## src/rsc_cfg.svh

```systemverilog
// rsc_cfg.svh: offsets, field positions, reset values and timing of the reset source control.
// assumes: included by the package and the design file; definitions only.
`ifndef RSC_CFG_SVH
`define RSC_CFG_SVH

// ************************************************************
// register byte offsets
// ************************************************************
`define RSC_OFF_CAUSE 12'h000
`define RSC_OFF_SOFT_RST 12'h004
`define RSC_OFF_CORE_CTRL 12'h008
`define RSC_OFF_ALT_FUNC 12'h00c
`define RSC_OFF_SUPPLY_CTRL 12'h010
`define RSC_OFF_IDENT_0 12'h020
`define RSC_OFF_IDENT_1 12'h024
`define RSC_OFF_CAPS_0 12'h028
`define RSC_OFF_CAPS_4 12'h038

// ************************************************************
// cause bit positions
// ************************************************************
`define RSC_CAUSE_EXT 0
`define RSC_CAUSE_POR 1
`define RSC_CAUSE_SDD 2
`define RSC_CAUSE_SW 3
`define RSC_CAUSE_WDT 4
`define RSC_CAUSE_REG 5
`define RSC_CAUSE_W 6

// ************************************************************
// control fields
// ************************************************************
`define RSC_SYSREQ_BIT 2
`define RSC_NMI_AF_BIT 0
`define RSC_SDD_EN_BIT 0
`define RSC_REG_EN_BIT 1
`define RSC_ZERO32 32'h0000_0000

// ************************************************************
// timing
// ************************************************************
`define RSC_CLK_MHZ 125
`define RSC_SDD_HOLD_US 500
`define RSC_SDD_HOLD_CYC (`RSC_SDD_HOLD_US * `RSC_CLK_MHZ)
`define RSC_REL_CYC 4

`endif

```

## src/rsc_pkg.sv

```systemverilog
// rsc_pkg.sv: types of the reset source control.
// assumes: rsc_cfg.svh sits beside it.
`include "rsc_cfg.svh"
package rsc_pkg;
    typedef enum logic [2:0] {
        rsc_st_hold,
        rsc_st_fetch_sp,
        rsc_st_fetch_pc,
        rsc_st_fetch_ins,
        rsc_st_run
    } rsc_boot_type;

    typedef struct packed {
        logic core;
        logic tap_logic;
        logic tap_pins;
        logic periph;
    } rsc_domains_type;

    typedef struct packed {
        logic [11:0] paddr;
        logic psel;
        logic penable;
        logic pwrite;
        logic [31:0] pwdata;
    } rsc_apb_req_type;
endpackage

```

## src/rsc_top.sv

```systemverilog
// rsc_top.sv: reset source collection, domain reset generation, boot fetch sequencing,
// sticky cause record, identification and per-peripheral soft resets over apb.
// assumes: one 125 mhz clock; supply detectors and pin are asynchronous; core acks fetches.
`timescale 1ns/100ps
`default_nettype none
`include "rsc_cfg.svh"
module rsc_top #(
    parameter int NUM_PERIPH = 16,
    parameter int SDD_HOLD_CYC = `RSC_SDD_HOLD_CYC,
    parameter logic [31:0] IDENT_0 = 32'h0001_0000, // arbitrary value
    parameter logic [31:0] IDENT_1 = 32'h0002_0000, // arbitrary value
    parameter logic [31:0] CAPS = 32'h0000_00ff // arbitrary value
) (
    input wire logic clock_in,
    input wire logic arst_n_in,
    input wire logic ext_rst_n_in,
    input wire logic por_active_in,
    input wire logic supply_drop_in,
    input wire logic watchdog_rst_in,
    input wire logic regulator_loss_in,
    input wire logic [11:0] paddr_in,
    input wire logic psel_in,
    input wire logic penable_in,
    input wire logic pwrite_in,
    input wire logic [31:0] pwdata_in,
    output logic [31:0] prdata_out,
    output logic pready_out,
    output logic pslverr_out,
    input wire logic fetch_ack_in,
    output logic core_rst_n_out,
    output logic tap_rst_n_out,
    output logic tap_pin_rst_n_out,
    output logic [NUM_PERIPH-1:0] periph_rst_n_out,
    output logic fetch_sp_out,
    output logic fetch_pc_out,
    output logic fetch_ins_out,
    output logic core_run_out,
    output logic nmi_func_out
);
    // ************************************************************
    // reset release, synchronisers
    // ************************************************************
    // internal oscillator is modelled as the same clock; no separate domain here
    logic [1:0] rst_sync;
    logic rst_n;
    logic [2:0] pin_sync, por_sync, sdd_sync, wdt_sync, reg_sync;
    rsc_pkg::rsc_apb_req_type req;
    assign req = '{paddr: paddr_in, psel: psel_in, penable: penable_in,
                   pwrite: pwrite_in, pwdata: pwdata_in};

    always_ff @(posedge clock_in or negedge arst_n_in) begin
        if (!arst_n_in) begin
            rst_sync <= 2'h0;
        end else begin
            rst_sync <= {rst_sync[0], 1'b1};
        end
    end
    assign rst_n = rst_sync[1];

    // pin and detectors are asynchronous; three stages, the last two must agree
    always_ff @(posedge clock_in or negedge rst_n) begin
        if (!rst_n) begin
            pin_sync <= 3'h7;
            por_sync <= 3'h7;
            sdd_sync <= 3'h0;
            wdt_sync <= 3'h0;
            reg_sync <= 3'h0;
        end else begin
            pin_sync <= {pin_sync[1:0], ext_rst_n_in};
            por_sync <= {por_sync[1:0], por_active_in};
            sdd_sync <= {sdd_sync[1:0], supply_drop_in};
            wdt_sync <= {wdt_sync[1:0], watchdog_rst_in};
            reg_sync <= {reg_sync[1:0], regulator_loss_in};
        end
    end

    // ************************************************************
    // filtered source levels
    // ************************************************************
    logic pin_low, por_on, sdd_on, wdt_on, reg_on;
    logic next_pin_low, next_por_on, next_sdd_on, next_wdt_on, next_reg_on;
    logic por_seen, next_por_seen;
    logic sdd_latched, next_sdd_latched;
    logic [31:0] sdd_cnt, next_sdd_cnt;
    logic [31:0] core_ctrl, soft_rst, alt_func, supply_ctrl;
    logic [`RSC_CAUSE_W-1:0] cause;

    always_comb begin
        next_pin_low = (pin_sync[2] == pin_sync[1]) ? !pin_sync[2] : pin_low;
        next_por_on = (por_sync[2] == por_sync[1]) ? por_sync[2] : por_on;
        next_sdd_on = (sdd_sync[2] == sdd_sync[1]) ? sdd_sync[2] : sdd_on;
        next_wdt_on = (wdt_sync[2] == wdt_sync[1]) ? wdt_sync[2] : wdt_on;
        next_reg_on = (reg_sync[2] == reg_sync[1]) ? reg_sync[2] : reg_on;
        // detector only counts until first release; later pulses ignored
        next_por_seen = por_seen | (por_on & !next_por_on);
        next_sdd_latched = sdd_latched;
        next_sdd_cnt = sdd_cnt;
        if (sdd_latched) begin
            // self-clearing hold stops a second record before software looks
            if (sdd_cnt == 32'(SDD_HOLD_CYC - 1)) begin
                next_sdd_latched = 1'b0;
                next_sdd_cnt = `RSC_ZERO32;
            end else begin
                next_sdd_cnt = sdd_cnt + 32'h1;
            end
        end else if (sdd_on && supply_ctrl[`RSC_SDD_EN_BIT]) begin
            next_sdd_latched = 1'b1;
        end
    end

    always_ff @(posedge clock_in or negedge rst_n) begin
        if (!rst_n) begin
            pin_low <= 1'b0;
            por_on <= 1'b1;
            sdd_on <= 1'b0;
            wdt_on <= 1'b0;
            reg_on <= 1'b0;
            por_seen <= 1'b0;
            sdd_latched <= 1'b0;
            sdd_cnt <= `RSC_ZERO32;
        end else begin
            pin_low <= next_pin_low;
            por_on <= next_por_on;
            sdd_on <= next_sdd_on;
            wdt_on <= next_wdt_on;
            reg_on <= next_reg_on;
            por_seen <= next_por_seen;
            sdd_latched <= next_sdd_latched;
            sdd_cnt <= next_sdd_cnt;
        end
    end

    // ************************************************************
    // source collection and domain mapping
    // ************************************************************
    logic src_por, src_pin, src_sdd, src_sw, src_wdt, src_reg, sys_rst;
    rsc_pkg::rsc_domains_type dom;
    assign src_por = por_on & !por_seen;
    assign src_pin = pin_low;
    assign src_sdd = sdd_on & supply_ctrl[`RSC_SDD_EN_BIT] & !sdd_latched;
    assign src_sw = core_ctrl[`RSC_SYSREQ_BIT];
    assign src_wdt = wdt_on;
    assign src_reg = reg_on & supply_ctrl[`RSC_REG_EN_BIT];
    assign sys_rst = src_por | src_pin | src_sdd | src_sw | src_wdt | src_reg;

    always_comb begin
        dom.core = sys_rst;
        dom.periph = sys_rst;
        dom.tap_logic = src_por;
        dom.tap_pins = src_por | src_pin;
    end

    // ************************************************************
    // boot sequencer
    // ************************************************************
    rsc_pkg::rsc_boot_type st, next_st;
    logic [3:0] rel_cnt, next_rel_cnt;

    always_comb begin
        next_st = st;
        next_rel_cnt = rel_cnt;
        unique case (st)
            rsc_pkg::rsc_st_hold: begin
                // held while any source is active; the power-on detector counts only until its first release
                if (sys_rst) begin
                    next_rel_cnt = 4'h0;
                end else if (rel_cnt == 4'(`RSC_REL_CYC - 1)) begin
                    next_st = rsc_pkg::rsc_st_fetch_sp;
                end else begin
                    next_rel_cnt = rel_cnt + 4'h1;
                end
            end
            rsc_pkg::rsc_st_fetch_sp: if (fetch_ack_in) next_st = rsc_pkg::rsc_st_fetch_pc;
            rsc_pkg::rsc_st_fetch_pc: if (fetch_ack_in) next_st = rsc_pkg::rsc_st_fetch_ins;
            rsc_pkg::rsc_st_fetch_ins: if (fetch_ack_in) next_st = rsc_pkg::rsc_st_run;
            rsc_pkg::rsc_st_run: next_st = st;
        endcase
        if (sys_rst) begin
            next_st = rsc_pkg::rsc_st_hold;
            next_rel_cnt = 4'h0;
        end
    end

    always_ff @(posedge clock_in or negedge rst_n) begin
        if (!rst_n) begin
            st <= rsc_pkg::rsc_st_hold;
            rel_cnt <= 4'h0;
        end else begin
            st <= next_st;
            rel_cnt <= next_rel_cnt;
        end
    end

    // ************************************************************
    // apb registers
    // ************************************************************
    logic wr, rd_ok;
    logic [`RSC_CAUSE_W-1:0] next_cause, hit;
    logic [31:0] next_core_ctrl, next_soft_rst, next_alt_func, next_supply_ctrl;
    logic [31:0] next_prdata, soft_prev, next_soft_prev, pulse, next_pulse;
    logic in_rst, next_in_rst;

    assign wr = req.psel & req.penable & req.pwrite;
    assign pready_out = 1'b1;
    assign pslverr_out = req.psel & req.penable & !rd_ok;

    always_comb begin
        unique case (req.paddr)
            `RSC_OFF_CAUSE, `RSC_OFF_SOFT_RST, `RSC_OFF_CORE_CTRL, `RSC_OFF_ALT_FUNC,
            `RSC_OFF_SUPPLY_CTRL, `RSC_OFF_IDENT_0, `RSC_OFF_IDENT_1: rd_ok = 1'b1;
            default: rd_ok = (req.paddr >= `RSC_OFF_CAPS_0) && (req.paddr <= `RSC_OFF_CAPS_4)
                             && (req.paddr[1:0] == 2'h0);
        endcase
    end

    always_comb begin
        hit = '0;
        hit[`RSC_CAUSE_POR] = src_por;
        hit[`RSC_CAUSE_EXT] = src_pin;
        hit[`RSC_CAUSE_SDD] = src_sdd;
        hit[`RSC_CAUSE_SW] = src_sw;
        hit[`RSC_CAUSE_WDT] = src_wdt;
        hit[`RSC_CAUSE_REG] = src_reg;
        next_in_rst = sys_rst;
        next_cause = cause;
        // software writes zero to clear a bit
        if (wr && req.paddr == `RSC_OFF_CAUSE) next_cause = cause & req.pwdata[`RSC_CAUSE_W-1:0];
        if (src_por) begin
            next_cause = hit; // power-on wipes older causes
        end else if (src_pin) begin
            next_cause = hit;
        end else begin
            next_cause = next_cause | hit; // set wins over clear, sticky
        end
        next_core_ctrl = core_ctrl;
        next_soft_rst = soft_rst;
        next_alt_func = alt_func;
        next_supply_ctrl = supply_ctrl;
        if (wr) begin
            unique case (req.paddr)
                `RSC_OFF_SOFT_RST: next_soft_rst = req.pwdata;
                `RSC_OFF_CORE_CTRL: next_core_ctrl = req.pwdata;
                `RSC_OFF_ALT_FUNC: next_alt_func = req.pwdata;
                `RSC_OFF_SUPPLY_CTRL: next_supply_ctrl = req.pwdata;
                default: next_core_ctrl = core_ctrl; // ident and caps ignore writes
            endcase
        end
        if (in_rst) begin
            // system reset returns core control, soft resets and alt function to defaults, supply control kept; nmi pin back to gpio
            next_core_ctrl = `RSC_ZERO32;
            next_soft_rst = `RSC_ZERO32;
            next_alt_func = `RSC_ZERO32;
        end
        next_soft_prev = soft_rst;
        // one-then-zero edge triggers a one-cycle peripheral reset
        next_pulse = soft_prev & ~soft_rst;
        next_prdata = `RSC_ZERO32;
        unique case (req.paddr)
            `RSC_OFF_CAUSE: next_prdata[`RSC_CAUSE_W-1:0] = cause;
            `RSC_OFF_SOFT_RST: next_prdata = soft_rst;
            `RSC_OFF_CORE_CTRL: next_prdata = core_ctrl;
            `RSC_OFF_ALT_FUNC: next_prdata = alt_func;
            `RSC_OFF_SUPPLY_CTRL: next_prdata = supply_ctrl;
            `RSC_OFF_IDENT_0: next_prdata = IDENT_0;
            `RSC_OFF_IDENT_1: next_prdata = IDENT_1;
            default: next_prdata = rd_ok ? CAPS : `RSC_ZERO32;
        endcase
    end

    always_ff @(posedge clock_in or negedge rst_n) begin
        if (!rst_n) begin
            cause <= '0;
            core_ctrl <= `RSC_ZERO32;
            soft_rst <= `RSC_ZERO32;
            alt_func <= `RSC_ZERO32;
            supply_ctrl <= `RSC_ZERO32;
            soft_prev <= `RSC_ZERO32;
            pulse <= `RSC_ZERO32;
            in_rst <= 1'b1;
        end else begin
            cause <= next_cause;
            core_ctrl <= next_core_ctrl;
            soft_rst <= next_soft_rst;
            alt_func <= next_alt_func;
            supply_ctrl <= next_supply_ctrl;
            soft_prev <= next_soft_prev;
            pulse <= next_pulse;
            in_rst <= next_in_rst;
        end
    end

    // read data only updates in setup so it is stable through the access phase
    always_ff @(posedge clock_in or negedge rst_n) begin
        if (!rst_n) begin
            prdata_out <= `RSC_ZERO32;
        end else if (req.psel && !req.penable) begin
            prdata_out <= next_prdata;
        end
    end

    // ************************************************************
    // outputs
    // ************************************************************
    logic core_hold;
    assign core_hold = dom.core | (st == rsc_pkg::rsc_st_hold);
    always_ff @(posedge clock_in or negedge rst_n) begin
        if (!rst_n) begin
            core_rst_n_out <= 1'b0;
            tap_rst_n_out <= 1'b0;
            tap_pin_rst_n_out <= 1'b0;
            fetch_sp_out <= 1'b0;
            fetch_pc_out <= 1'b0;
            fetch_ins_out <= 1'b0;
            core_run_out <= 1'b0;
            nmi_func_out <= 1'b0;
        end else begin
            core_rst_n_out <= !core_hold;
            tap_rst_n_out <= !dom.tap_logic;
            tap_pin_rst_n_out <= !dom.tap_pins;
            fetch_sp_out <= next_st == rsc_pkg::rsc_st_fetch_sp;
            fetch_pc_out <= next_st == rsc_pkg::rsc_st_fetch_pc;
            fetch_ins_out <= next_st == rsc_pkg::rsc_st_fetch_ins;
            core_run_out <= next_st == rsc_pkg::rsc_st_run;
            nmi_func_out <= alt_func[`RSC_NMI_AF_BIT];
        end
    end

    // per-peripheral reset: system reset, held with the core until boot, or own soft pulse
    // a one-cycle source (supply drop) would otherwise release peripherals before the core
    genvar gi;
    generate
        for (gi = 0; gi < NUM_PERIPH; gi++) begin : g_per
            always_ff @(posedge clock_in or negedge rst_n) begin
                if (!rst_n) begin
                    periph_rst_n_out[gi] <= 1'b0;
                end else begin
                    periph_rst_n_out[gi] <= !(dom.periph | (st == rsc_pkg::rsc_st_hold) | pulse[gi]);
                end
            end
        end
    endgenerate
endmodule
`default_nettype wire

```

## config.mk

```make
export PLATFORM = sky130hd
export DESIGN_NAME = rsc_top
export DESIGN_NICKNAME = d
export VERILOG_FILES = /design/src/rsc_pkg.sv /design/src/rsc_top.sv
export VERILOG_INCLUDE_DIRS = /design/src
export SDC_FILE = /design/constraint.sdc
export NUM_CORES = 1
export LEC_CHECK = 0
export ABC_AREA = 1
export BUFFER_PORTS_ARGS = -buffer_cell sky130_fd_sc_hd__buf_2
export CAP_MARGIN = 5
export CORE_ASPECT_RATIO = 1.1
export CORE_MARGIN = 2
export CORE_UTILIZATION = 50
export DETAILED_ROUTE_END_ITERATION = 7
export PLACE_DENSITY = 0.69
export RECOVER_POWER = 50
export SLEW_MARGIN = 20
export SYNTH_ARGS = -nofsm -noshare
export SYNTH_HDL_FRONTEND = slang
export SYNTH_SLANG_ARGS = --single-unit
export TNS_END_PERCENT = 100
```

## constraint.sdc

```tcl
create_clock -name clock_in -period 19.7 [get_ports clock_in]
set_input_delay 3.94 -clock clock_in [delete_from_list [all_inputs] [get_ports clock_in]]
set_output_delay 3.94 -clock clock_in [all_outputs]
set_load 0.02 [all_outputs]
```

==> qor.csv <==
metric,value,unit
status,"complete, but fails checks",
violations,"max-capacitance violations, max-slew violations",
layout.nets,1630,
synth-edff-count,0,
drt-wirelength-per-cell,16.0,µm
syn2layout_area_growth,13.1,%
grt.overflow.total,0,
cpMostUsedCell,buf_2,
clkSinkCount,286,
start_kind,input port,
final_cell_mix,"nand2_1 (386), dfrtp_1 (278), inv_1 (162), nand3_1 (154), nor2_1 (146)",
cts_made_buffers,29,
multi_input_area,4570,µm²
fin_tns_setup,0,ns
clock-skew-final,0.0113,ns
cts_setup_buffers,0,
max_freq,0.103,GHz
async_flop_share,100,%
drive_gt1_share,14.4,%
clock_latency,0.55,ns
grt_max_degree,164,
place_area,13400,µm²
netlist_area,12700,µm²
first_iter_violations,790,
fin_crit_sh,49.4,%
criticalPathCategory,in2out,
peakVddDrop,59.0,µV
syn-instance-count,1480,
gp_congestion,0.868,
cp_max_fo,20,
layout_setup_ws,9.96,ns
postCtsResizedCells,0,
seq_area_frac_synth,56.5,%
arrival,5.80,ns
cp_cell_sequence,buf_2 > nor2_4 > nand3_1 > nor2_2 > o21ai_0 > nand4_1 > nor2_1 > buf_2,
wirelength,30500,µm
fin_area,14400,µm²
setup_viol,0,
synth_top_flop_cell,dfrtp_1,
area.sequential,7170,µm²
required,15.76,ns
antenna_found_initial,0,
firstDrtPassIters,6,
ios,113,
maxSlewHeadroom,-464,%
grt_use_total,23.4,%
die-area,26700,µm²
synth_area_per_cell,8.58,µm²
synth.distinct_cells,43,
cts_buffer_depth,3,
hold_ws,0.356,ns
tightest_slew,8.45,ns
hp-class,reg2reg,
cts-root-buf,clkbuf_16,
io_buffers,111,
synth_seq_cells,286,
yosysWarningCount,0,
drc,0,
cellLeakagePower,7.41,nW
drv_slew,270,
max-cap-violations,3,
cts_tree,built,
slowest_delay,0.78,ns
pre_cts_slack,9.99,ns
htree_levels,1,
cp-end-kind,primary output,
slowest_stage,nor2_2,
core-area,25100,µm²
drtAntennaViolNets,0,
dp_hpwl,19500,µm
grt_pass1_wl,49700,µm
nFillCells,2253,
fin_crit,9.74,ns
start_util,50.6,%
grt_setup_unrepaired,false,
vias,10000,
total_power,1.27,mW
avgViaCountPerCell,5.25,
path_buf_inv,2,
die_w,156,µm
final-hold-violation-count,0,
die_h,171,µm
place_inst,1856,
critical-path-top-delay-family,simple AND/OR/NAND/NOR gates,
antenna_cells,0,
clk_pin_slew,0.06,ns
hold_buffers,0,
first_global_vias,9810,
finalNonFillerCells,1909,
final_common_cell,nand2_1,
cellPowerDensity,88.6,nW/µm²
post-route-util,57.2,%
rows,61,
-- per-layer routing --
layer | wire length [µm] | up-vias | share of wire [%] | GRT usage [%]
met4 | 632 | 0 | 2.1 | 5.98
met2 | 14800 | 301 | 48 | 40.3
met5 | 0 | - | 0 | 0
li1 | - | 4881 | - | -
met3 | 1740 | 57 | 5.7 | 3.01
met1 | 13400 | 4785 | 44 | 31.6
-- worst paths after layout --
kind	end	slack, ns	cells past startpoint	from
max	pslverr_out	9.96	8	paddr_in[7]
min	rst_sync[1]$_DFF_PN0_	0.36	0	rst_sync[0]$_DFF_PN0_
max reg2reg	sdd_cnt[19]$_DFFE_PN0P_	10.10	1	rst_sync[1]$_DFF_PN0_
min reg2reg	rst_sync[1]$_DFF_PN0_	0.36	0	rst_sync[0]$_DFF_PN0_
max in group asynchronous	sdd_cnt[19]$_DFFE_PN0P_	10.10	1	rst_sync[1]$_DFF_PN0_
min in group asynchronous	pulse[11]$_DFF_PN0_	0.69	0	rst_sync[1]$_DFF_PN0_
-- area by class of cell --
| cell class | instances | share of cell area [%] |
|---|---|---|
| clock inverter | 12 | 0.880 |
| sequential | 286 | 49.9 |
| timing repair buffer | 120 | 4.23 |
| tap | 315 | 2.74 |
| inverter | 169 | 4.46 |
| clock buffer | 40 | 5.97 |
| multi-input combinational | 967 | 31.8 |
-- report_power, final --
part | switching (mW) | internal (mW)
combinational | 0.0559 | 0.0202
sequential | 0.0202 | 0.616
clock | 0.230 | 0.330
total | 0.306 | 0.966
-- Yosys cell counts, types with 8 or more instances --
cell type	instances	area (µm²)
a21oi_1	15	75.1
buf_2	19	95.1
buf_6	10	113
clkbuf_1	24	90.1
dfrtp_1	278	6960
dfstp_2	8	210
inv_1	161	604
nand2_1	385	1450
nand3_1	155	776
nand4_1	18	113
nor2_1	148	556
nor3_1	17	85.1
o21ai_0	104	521
o21ai_1	37	185
o21ai_2	30	263
xor2_1	14	123
-- registers in the layout, summed over array words and instances (netlist names), 2 cells and up --
register	count
alt_func	32
supply_ctrl	32
cause	6
rel_cnt	4
pin_sync	3
next_soft_prev	32
wdt_sync	3
sdd_cnt	32
soft_prev	16
periph_rst_n_out	16
por_sync	3
prdata_out	32
sdd_sync	3
reg_sync	3
rst_sync	2
st	3
pulse	16
core_ctrl	32
-- logic make-up after synthesis --
family	count (synthesis)	synth area share, %
AO/OA/AOI/OAI	195	8.93
flip-flops	286	56.5
AND/OR/NAND/NOR	747	25.2
XOR/XNOR	15	1.03
buffers and inverters	228	7.68
multiplexers	2	0.177
other	1	0.0295
adder cells (fa/ha/maj)	6	0.512
(Power assumes the default switching activity.)
